**config.mk**
```make
export PLATFORM = sky130hd
export DESIGN_NAME = iomm_unit
export DESIGN_NICKNAME = d
export VERILOG_FILES = /design/src/iomm_pkg.sv /design/src/iomm_drv_guard.sv /design/src/iomm_unit.sv
export SDC_FILE = /design/constraint.sdc
export NUM_CORES = 1
export LEC_CHECK = 0
export BUFFER_PORTS_ARGS = -buffer_cell sky130_fd_sc_hd__buf_2
export CAP_MARGIN = 30
export CORE_AREA = 2 2 187 143
export CTS_CLUSTER_SIZE = 12
export DETAILED_ROUTE_END_ITERATION = 8
export DIE_AREA = 0 0 189 145
export MAX_ROUTING_LAYER = met4
export PLACE_DENSITY = 0.76
export SLEW_MARGIN = 10
export SYNTH_ARGS = -nofsm -noshare
export SYNTH_HDL_FRONTEND = slang
export SYNTH_SLANG_ARGS = --single-unit
```
**constraint.sdc**
```tcl
create_clock -name clk -period 6.45 [get_ports clk]
set_input_delay 0.3225 -clock clk [delete_from_list [all_inputs] [get_ports clk]]
set_output_delay 0.3225 -clock clk [all_outputs]
set_load 0.01 [all_outputs]
```
**src/iomm_pkg.sv**
```systemverilog
package iomm_pkg;
  // block sizes as seen by the controller
  localparam int IN_BYTES      = 16;
  localparam int OUT_BYTES     = 8;
  localparam int IN_IDX_W      = 4;
  localparam int OUT_IDX_W     = 3;
  // module layout
  localparam int EXT_COUNT     = 3;
  localparam int IN_PER_MOD    = 3;
  localparam int OUT_PER_MOD   = 2;
  localparam int MOD_IN_BYTES  = 12;
  localparam int WHEELS        = 3;
  // input block offsets
  localparam logic [3:0] OFS_BASIC_IN  = 4'h0;
  localparam logic [3:0] OFS_EXT1_IN   = 4'h3;
  localparam logic [3:0] OFS_EXT2_IN   = 4'h6;
  localparam logic [3:0] OFS_EXT3_IN   = 4'h9;
  localparam logic [3:0] OFS_WHEEL_ONE = 4'hC;
  localparam logic [3:0] OFS_WHEEL_TWO = 4'hD;
  localparam logic [3:0] OFS_WHEEL_THR = 4'hE;
  localparam logic [3:0] OFS_DRV_ALARM = 4'hF;
  // reset and off values
  localparam logic [7:0] RST_BYTE      = 8'h00;
  localparam logic [7:0] OFF_BYTE      = 8'h00;
endpackage

```
**src/iomm_drv_guard.sv**
```systemverilog
module iomm_drv_guard
  import iomm_pkg::*;
(
  // clock and reset
  input  wire logic        clk,
  input  wire logic        rst_n,
  // requested output image and global kill
  input  wire logic [63:0] out_img,
  input  wire logic        kill_all,
  // per-byte driver fault pins, asynchronous
  input  wire logic [7:0]  drv_fault_pin,
  // driven output pins and synchronised faults
  output logic      [63:0] do_pins,
  output logic      [7:0]  fault_s
);

  logic [7:0] fault_m_r;

  ////////////////////////////////////////////////////////////////////////
  // fault pins cross in through two flops
  always_ff @(posedge clk or negedge rst_n) begin
    if (!rst_n) begin
      fault_m_r <= RST_BYTE;
      fault_s   <= RST_BYTE;
    end else begin
      fault_m_r <= drv_fault_pin;
      fault_s   <= fault_m_r;
    end
  end

  ////////////////////////////////////////////////////////////////////////
  // a faulty byte stays off only while its fault lasts; others untouched
  always_ff @(posedge clk or negedge rst_n) begin
    if (!rst_n) begin
      do_pins <= '0;
    end else begin
      for (int k = 0; k < OUT_BYTES; k++) begin
        if (kill_all || fault_s[k]) begin
          do_pins[k*8 +: 8] <= OFF_BYTE;
        end else begin
          do_pins[k*8 +: 8] <= out_img[k*8 +: 8];
        end
      end
    end
  end

  chk_fault_hold : assert property (
    @(posedge clk) disable iff (!rst_n)
    fault_s[0] |=> do_pins[7:0] == OFF_BYTE)
    else $error("faulty byte 0 drove outputs");
  chk_healthy_bytes : assert property (
    @(posedge clk) disable iff (!rst_n)
    (!kill_all && !fault_s[1]) |=> do_pins[15:8] == $past(out_img[15:8]))
    else $error("healthy byte 1 not driven");

endmodule

```
**src/iomm_unit.sv**
```systemverilog
module iomm_unit
  import iomm_pkg::*;
(
  // clock and reset
  input  wire logic                 clk,
  input  wire logic                 rst_n,
  // controller state from the link logic
  input  wire logic                 link_ok,
  input  wire logic                 sys_alarm,
  // input byte read port
  input  wire logic [IN_IDX_W-1:0]  in_rd_idx,
  output logic      [7:0]           in_rd_data,
  // output byte write port
  input  wire logic                 out_wr_en,
  input  wire logic [OUT_IDX_W-1:0] out_wr_idx,
  input  wire logic [7:0]           out_wr_data,
  // module pins
  input  wire logic [95:0]          input_byte_pin,
  input  wire logic [2:0]           ext_fitted_pin,
  input  wire logic [2:0]           ext_no_alarm_pin,
  input  wire logic [2:0]           wheel_a_pin,
  input  wire logic [2:0]           wheel_b_pin,
  input  wire logic [7:0]           drv_fault_pin,
  output logic      [63:0]          do_pins
);

  logic [95:0] di_m_r;
  logic [95:0] di_r;
  logic [2:0]  fit_m_r;
  logic [2:0]  fit_r;
  logic [2:0]  noal_m_r;
  logic [2:0]  noal_r;
  logic [5:0]  ab_m_r;
  logic [5:0]  ab_r;
  logic [5:0]  ab_prev_r;
  logic [2:0]  wheel_arm_r;
  logic [7:0]  wheel_cnt_r [WHEELS];
  logic [63:0] out_img_r;
  logic [7:0]  fault_s;
  logic [7:0]  alarm_byte;
  logic [7:0]  alarm_mask;
  logic [7:0]  in_map [IN_BYTES];
  logic        kill_all;

  // quadrature step: 01 up, 11 down, 00 none
  function automatic logic [1:0] quad_step(input logic [1:0] was,
                                           input logic [1:0] now);
    logic [3:0] t;
    t = {was, now};
    case (t)
      4'h1, 4'h7, 4'hE, 4'h8: quad_step = 2'h1;
      4'h2, 4'hB, 4'hD, 4'h4: quad_step = 2'h3;
      default:                quad_step = 2'h0;
    endcase
  endfunction

  ////////////////////////////////////////////////////////////////////////
  // pins cross in through two flops
  always_ff @(posedge clk or negedge rst_n) begin
    if (!rst_n) begin
      di_m_r   <= '0;
      di_r     <= '0;
      fit_m_r  <= '0;
      fit_r    <= '0;
      noal_m_r <= '0;
      noal_r   <= '0;
      ab_m_r   <= '0;
      ab_r     <= '0;
    end else begin
      di_m_r   <= input_byte_pin;
      di_r     <= di_m_r;
      fit_m_r  <= ext_fitted_pin;
      fit_r    <= fit_m_r;
      noal_m_r <= ext_no_alarm_pin;
      noal_r   <= noal_m_r;
      ab_m_r   <= {wheel_b_pin, wheel_a_pin};
      ab_r     <= ab_m_r;
    end
  end

  ////////////////////////////////////////////////////////////////////////
  // handwheel counters, free running and wrapping
  always_ff @(posedge clk or negedge rst_n) begin
    if (!rst_n) begin
      ab_prev_r   <= '0;
      wheel_arm_r <= '0;
      for (int w = 0; w < WHEELS; w++) begin
        wheel_cnt_r[w] <= RST_BYTE;
      end
    end else begin
      ab_prev_r   <= ab_r;
      // sync chain wakes at zero; no false step until it holds real levels
      wheel_arm_r <= {wheel_arm_r[1:0], 1'h1};
      for (int w = 0; w < WHEELS; w++) begin
        if (wheel_arm_r[2]) begin
          case (quad_step({ab_prev_r[w+3], ab_prev_r[w]},
                          {ab_r[w+3], ab_r[w]}))
            2'h1:    wheel_cnt_r[w] <= wheel_cnt_r[w] + 8'h01;
            2'h3:    wheel_cnt_r[w] <= wheel_cnt_r[w] - 8'h01;
            default: wheel_cnt_r[w] <= wheel_cnt_r[w];
          endcase
        end
      end
    end
  end

  ////////////////////////////////////////////////////////////////////////
  // output image from the controller; kept through a kill so the
  // outputs come back as last written once the link recovers
  always_ff @(posedge clk or negedge rst_n) begin
    if (!rst_n) begin
      out_img_r <= '0;
    end else if (out_wr_en) begin
      out_img_r[out_wr_idx*8 +: 8] <= out_wr_data;
    end
  end

  assign kill_all = sys_alarm || !link_ok;

  iomm_drv_guard u_guard (
    .clk           (clk),
    .rst_n         (rst_n),
    .out_img       (out_img_r),
    .kill_all      (kill_all),
    .drv_fault_pin (drv_fault_pin),
    .do_pins       (do_pins),
    .fault_s       (fault_s)
  );

  ////////////////////////////////////////////////////////////////////////
  // alarm byte: bit k is output byte k, masked where unsupported
  always_comb begin
    alarm_mask = 8'hFF;
    for (int e = 0; e < EXT_COUNT; e++) begin
      if (noal_r[e]) begin
        alarm_mask[2*e+2 +: 2] = 2'h0;
      end
    end
    alarm_byte = fault_s & alarm_mask;
  end

  ////////////////////////////////////////////////////////////////////////
  // input block map; absent extensions read zero but never shift others
  always_comb begin
    for (int b = 0; b < MOD_IN_BYTES; b++) begin
      in_map[b] = di_r[b*8 +: 8];
      if (b >= IN_PER_MOD && !fit_r[b/IN_PER_MOD-1]) begin
        in_map[b] = RST_BYTE;
      end
    end
    in_map[OFS_WHEEL_ONE] = wheel_cnt_r[0];
    in_map[OFS_WHEEL_TWO] = wheel_cnt_r[1];
    in_map[OFS_WHEEL_THR] = wheel_cnt_r[2];
    in_map[OFS_DRV_ALARM] = alarm_byte;
  end

  // registered read, one cycle after the index
  always_ff @(posedge clk or negedge rst_n) begin
    if (!rst_n) begin
      in_rd_data <= RST_BYTE;
    end else begin
      in_rd_data <= in_map[in_rd_idx];
    end
  end

  ////////////////////////////////////////////////////////////////////////
  chk_kill_outputs : assert property (
    @(posedge clk) disable iff (!rst_n)
    (sys_alarm || !link_ok) |=> do_pins == 64'h0)
    else $error("outputs live during alarm or link loss");
  chk_alarm_read : assert property (
    @(posedge clk) disable iff (!rst_n)
    in_rd_idx == OFS_DRV_ALARM |=> in_rd_data == $past(alarm_byte))
    else $error("offset 15 is not the alarm byte");
  chk_alarm_bits : assert property (
    @(posedge clk) disable iff (!rst_n)
    (fault_s[3] && !noal_r[0]) |-> alarm_byte[3])
    else $error("fault on byte 3 not flagged");
  chk_alarm_mask : assert property (
    @(posedge clk) disable iff (!rst_n)
    noal_r[2] |-> alarm_byte[7:6] == 2'h0)
    else $error("unsupported position reported alarm");
  chk_wheel_read : assert property (
    @(posedge clk) disable iff (!rst_n)
    in_rd_idx == OFS_WHEEL_TWO |=> in_rd_data == $past(wheel_cnt_r[1]))
    else $error("offset 13 is not wheel two");
  chk_absent_ext : assert property (
    @(posedge clk) disable iff (!rst_n)
    (in_rd_idx == OFS_EXT2_IN && !fit_r[1]) |=> in_rd_data == RST_BYTE)
    else $error("absent extension read nonzero");
  chk_ext_map : assert property (
    @(posedge clk) disable iff (!rst_n)
    (in_rd_idx == OFS_EXT3_IN && fit_r[2]) |=>
      in_rd_data == $past(di_r[79:72]))
    else $error("third extension byte misplaced");
  chk_out_write : assert property (
    @(posedge clk) disable iff (!rst_n)
    (out_wr_en && out_wr_idx == 3'h7) |=>
      out_img_r[63:56] == $past(out_wr_data))
    else $error("output byte 7 not stored");
  chk_fault_local : assert property (
    @(posedge clk) disable iff (!rst_n)
    (fault_s[0] && !kill_all && !fault_s[2]) |=>
      do_pins[23:16] == $past(out_img_r[23:16]))
    else $error("fault spilled onto another byte");

endmodule

```
==> impl_metrics.json <==
{
  "drt_drc_violations_left": 0,
  "clockBufferDepth": 3,
  "worstSetupStartpointType": "register",
  "grt_start_max_net_pins": 141,
  "setup_repair_after_global_routing_missed_its_margin": "false",
  "final_common_cell": "sky130_fd_sc_hd__dfrtp_1",
  "timing.hold.ws_ns": 0.134,
  "core-area_sq_um": 25600,
  "design.final.nets": 1417,
  "final-instance-count-excl-fill": 1620,
  "timing_max_transition_violations_final": 0,
  "power.density_nw_per_um2": 331,
  "critical_path_peak_fanout": 5,
  "report.power.total_mw": 5.80,
  "clock_insertion_delay_worst_skew_ns": 0.54,
  "timing_hold_violations_final": 0,
  "clock-root-buffer": "sky130_fd_sc_hd__clkbuf_16",
  "num_vias": 8496,
  "worstPathRequired_ns": 6.89,
  "number_of_antenna_violations_at_the_first_check_in_global_routing": 0,
  "syn-mean-instance-area_sq_um": 14.9,
  "syn_inst": 928,
  "place.detailed.instances": 1449,
  "postCtsSetupRepairBufs": 0,
  "synth_warnings": 0,
  "ys_async_sr_fraction": 1.00,
  "n_fill_cell": 1693,
  "antenna_violating_nets_post_route": 0,
  "mappedNetlistArea_sq_um": 13800,
  "fraction_of_layout_instances_using_a_drive_strength_above_1": 0.228,
  "grt_pass1_vias": 9076,
  "grt_use_total": 0.254,
  "grt_pass1_wl_mm": 51.5,
  "hold_path_class": "input port to register",
  "tritoncts": "yes",
  "drt_wl_total_mm": 32.2,
  "chipHeight_microns": 145,
  "worst_pin_slew_ns": 0.941,
  "postSynthRegisterBits": 401,
  "postSynth.topFlopCell": "sky130_fd_sc_hd__dfrtp_1",
  "synth_enable_flop_cells": 0,
  "timing_worst_setup_path_type": "register to register",
  "initial_core_util": 0.541,
  "crit_arrival_ns": 3.50,
  "post_synth_main_area_contributors": "sky130_fd_sc_hd__dfrtp_1 73%, sky130_fd_sc_hd__and2_1 2.9%, sky130_fd_sc_hd__mux2i_1 2.9%",
  "final_area_sq_um": 17500,
  "hpwlAfterDp_mm": 18.8,
  "synth_fp_nets": 1081,
  "synth.yosys.seq_area_share": 0.725,
  "globalRoute.totalOverflow": 0,
  "drt-wirelength-per-cell_microns": 19.9,
  "io_buffer_count": 207,
  "final_cycle_utilization_of_the_critical_path": 0.473,
  "floorplan_die_area_sq_um": 27400,
  "layout_common_cells": "401 x sky130_fd_sc_hd__dfrtp_1, 206 x sky130_fd_sc_hd__buf_2, 117 x sky130_fd_sc_hd__dlygate4sd3_1, 64 x sky130_fd_sc_hd__and2_1, 44 x sky130_fd_sc_hd__nand2_1",
  "dpl_cell_area_sq_um": 15200,
  "rows": 51,
  "post_drt_via_cell_ratio": 5.24,
  "critical_path.endpoint_type": "register",
  "synth_largest_area_cell": "sky130_fd_sc_hd__dfrtp_1",
  "drt_iter0_markers": 519,
  "final_period_minus_worst_setup_slack_ns": 3.05,
  "max_cap_viol_count": 0,
  "clock-sinks": 401,
  "cts_max_level": 2,
  "finalSetupViolCount": 0,
  "sum_of_negative_setup_slack_ns": 0,
  "worst_clk_skew_ns": 0.0197,
  "fmaxAchievable_mhz": 328,
  "area_growth_syn_to_layout_pct": 26.7,
  "synth.top_cell.area_share": 0.725,
  "cts-buffers-inserted": 40,
  "boundaryPins": 208,
  "p_leak_nw": 8.36,
  "synth.lib_cells_used.distinct": 56,
  "max_rail_drop_vdd_uv": 212,
  "cts.reportedPaths.clkPinSlew_ns": 0.06,
  "gp_routability_congestion": 0.886,
  "die_w_microns": 189,
  "antenna_cells": 0,
  "slew_headroom": 0.373,
  "status": "completed",
  "dr.pass1.iters": 5
}
==> worst paths after layout <==
kind / endpoint / start / cells past startpoint / slack, ns
min: out_img_r[54]$_DFFE_PN0P_ / out_wr_data[6] / 2 / 0.13
max reg2reg: in_map[20]$_DFFE_PN0P_ / ab_r[1]$_DFF_PN0_ / 11 / 3.40
min reg2reg: di_r[78]$_DFF_PN0_ / di_m_r[78]$_DFF_PN0_ / 0 / 0.34
max: in_map[20]$_DFFE_PN0P_ / ab_r[1]$_DFF_PN0_ / 11 / 3.40
min in group asynchronous: out_img_r[30]$_DFFE_PN0P_ / rst_n / 2 / 0.49
max in group asynchronous: di_r[74]$_DFF_PN0_ / rst_n / 3 / 4.70
==> synth_stat cells (5+ instances only) <==
master	count
sky130_fd_sc_hd__o22ai_1	14
sky130_fd_sc_hd__inv_1	21
sky130_fd_sc_hd__mux4_2	12
sky130_fd_sc_hd__and2_1	64
sky130_fd_sc_hd__buf_1	5
sky130_fd_sc_hd__mux2_2	10
sky130_fd_sc_hd__nor2_1	16
sky130_fd_sc_hd__a211oi_1	19
sky130_fd_sc_hd__o21ai_0	9
sky130_fd_sc_hd__mux2i_1	40
sky130_fd_sc_hd__clkbuf_1	21
sky130_fd_sc_hd__nor4_1	8
sky130_fd_sc_hd__xor2_1	7
sky130_fd_sc_hd__mux2_1	27
sky130_fd_sc_hd__nor2b_1	14
sky130_fd_sc_hd__ha_1	17
sky130_fd_sc_hd__o31ai_1	5
sky130_fd_sc_hd__and3_1	5
sky130_fd_sc_hd__a22oi_1	12
sky130_fd_sc_hd__nand2_1	44
sky130_fd_sc_hd__a21oi_1	12
sky130_fd_sc_hd__nand3_1	20
sky130_fd_sc_hd__nand2b_1	10
sky130_fd_sc_hd__xnor2_1	17
sky130_fd_sc_hd__o21ai_1	21
sky130_fd_sc_hd__nor3_1	20
sky130_fd_sc_hd__dfrtp_1	401
sky130_fd_sc_hd__nand4_1	6
==> sequential cells by signal, summed over array words and instances, names as in the netlist <==
register,flops
in_rd_data,8
out_img_r,64
u_guard.fault_m_r,8
noal_m_r,3
di_r,96
u_guard.do_pins,64
fit_m_r,3
di_m_r,96
wheel_arm_r,3
u_guard.fault_s,8
ab_prev_r,6
ab_m_r,6
noal_r,3
in_map,24
ab_r,6
fit_r,3
==> cells by family (layout without fill, tap and decap cells) <==
logic type	Yosys count	in the layout	synth area share
mux	89	89	0.0786
compound gates	108	108	0.0520
simple gates	228	228	0.0914
buf+inv	57	405	0.0166
fa+ha+maj	17	17	0.0154
flops	401	401	0.725
xor+xnor	27	27	0.0204
other cells	1	1	0.000271
==> report_power, final <==
part / total, mW / internal (mW) / switching, mW / leakage, nW
clock: 2.10 / 1.17 / 0.924 / 0.557
combinational: 0.687 / 0.340 / 0.347 / 2.90
sequential: 3.02 / 2.79 / 0.223 / 4.91
==> final cells by class <==
type	instances	area, sq um	area share
multi-input cells	470	3570	0.204
repair buffers	327	2260	0.129
inverters	24	90.1	0.00514
well taps	344	430	0.0246
clock buffers	49	1080	0.0614
flip-flops and latches	401	10000	0.572
clock inverters	5	61.3	0.00350
==> per-stage QoR <==
stage	util	setup slack, ns
floorplan	-	3.71
global placement	0.595	3.45
detailed placement	0.595	3.31
CTS	0.685	3.39
global route	0.685	3.13
finish	0.685	3.40
==> worst max-delay path, stage by stage (launching register included) <==
cell                       delay (ns)
sky130_fd_sc_hd__dfrtp_1         0.40
sky130_fd_sc_hd__inv_1           0.08
sky130_fd_sc_hd__ha_1            0.37
sky130_fd_sc_hd__and3b_1         0.21
sky130_fd_sc_hd__a311o_1         0.38
sky130_fd_sc_hd__nand2_1         0.26
sky130_fd_sc_hd__xnor2_1         0.11
sky130_fd_sc_hd__ha_1            0.22
sky130_fd_sc_hd__or4_1           0.43
sky130_fd_sc_hd__nand3b_1        0.18
sky130_fd_sc_hd__a21oi_1         0.17
sky130_fd_sc_hd__xor2_1          0.17
==> layer usage <==
| layer | part of all wire | track usage | vias to the layer above |
|---|---|---|---|
| li1 | - | - | 3862 |
| met1 | 0.43 | 0.347 | 4320 |
| met2 | 0.50 | 0.402 | 267 |
| met3 | 0.054 | 0.0443 | 47 |
| met4 | 0.020 | 0.0652 | 0 |
| met5 | 0 | - | - |
==> repair_timing <==
item | CTS | global route
endpoints found under the hold margin | 242 | 0
hold buffers | 117 | 0
resized for setup | 0 | 0
(Power assumes the default switching activity.)
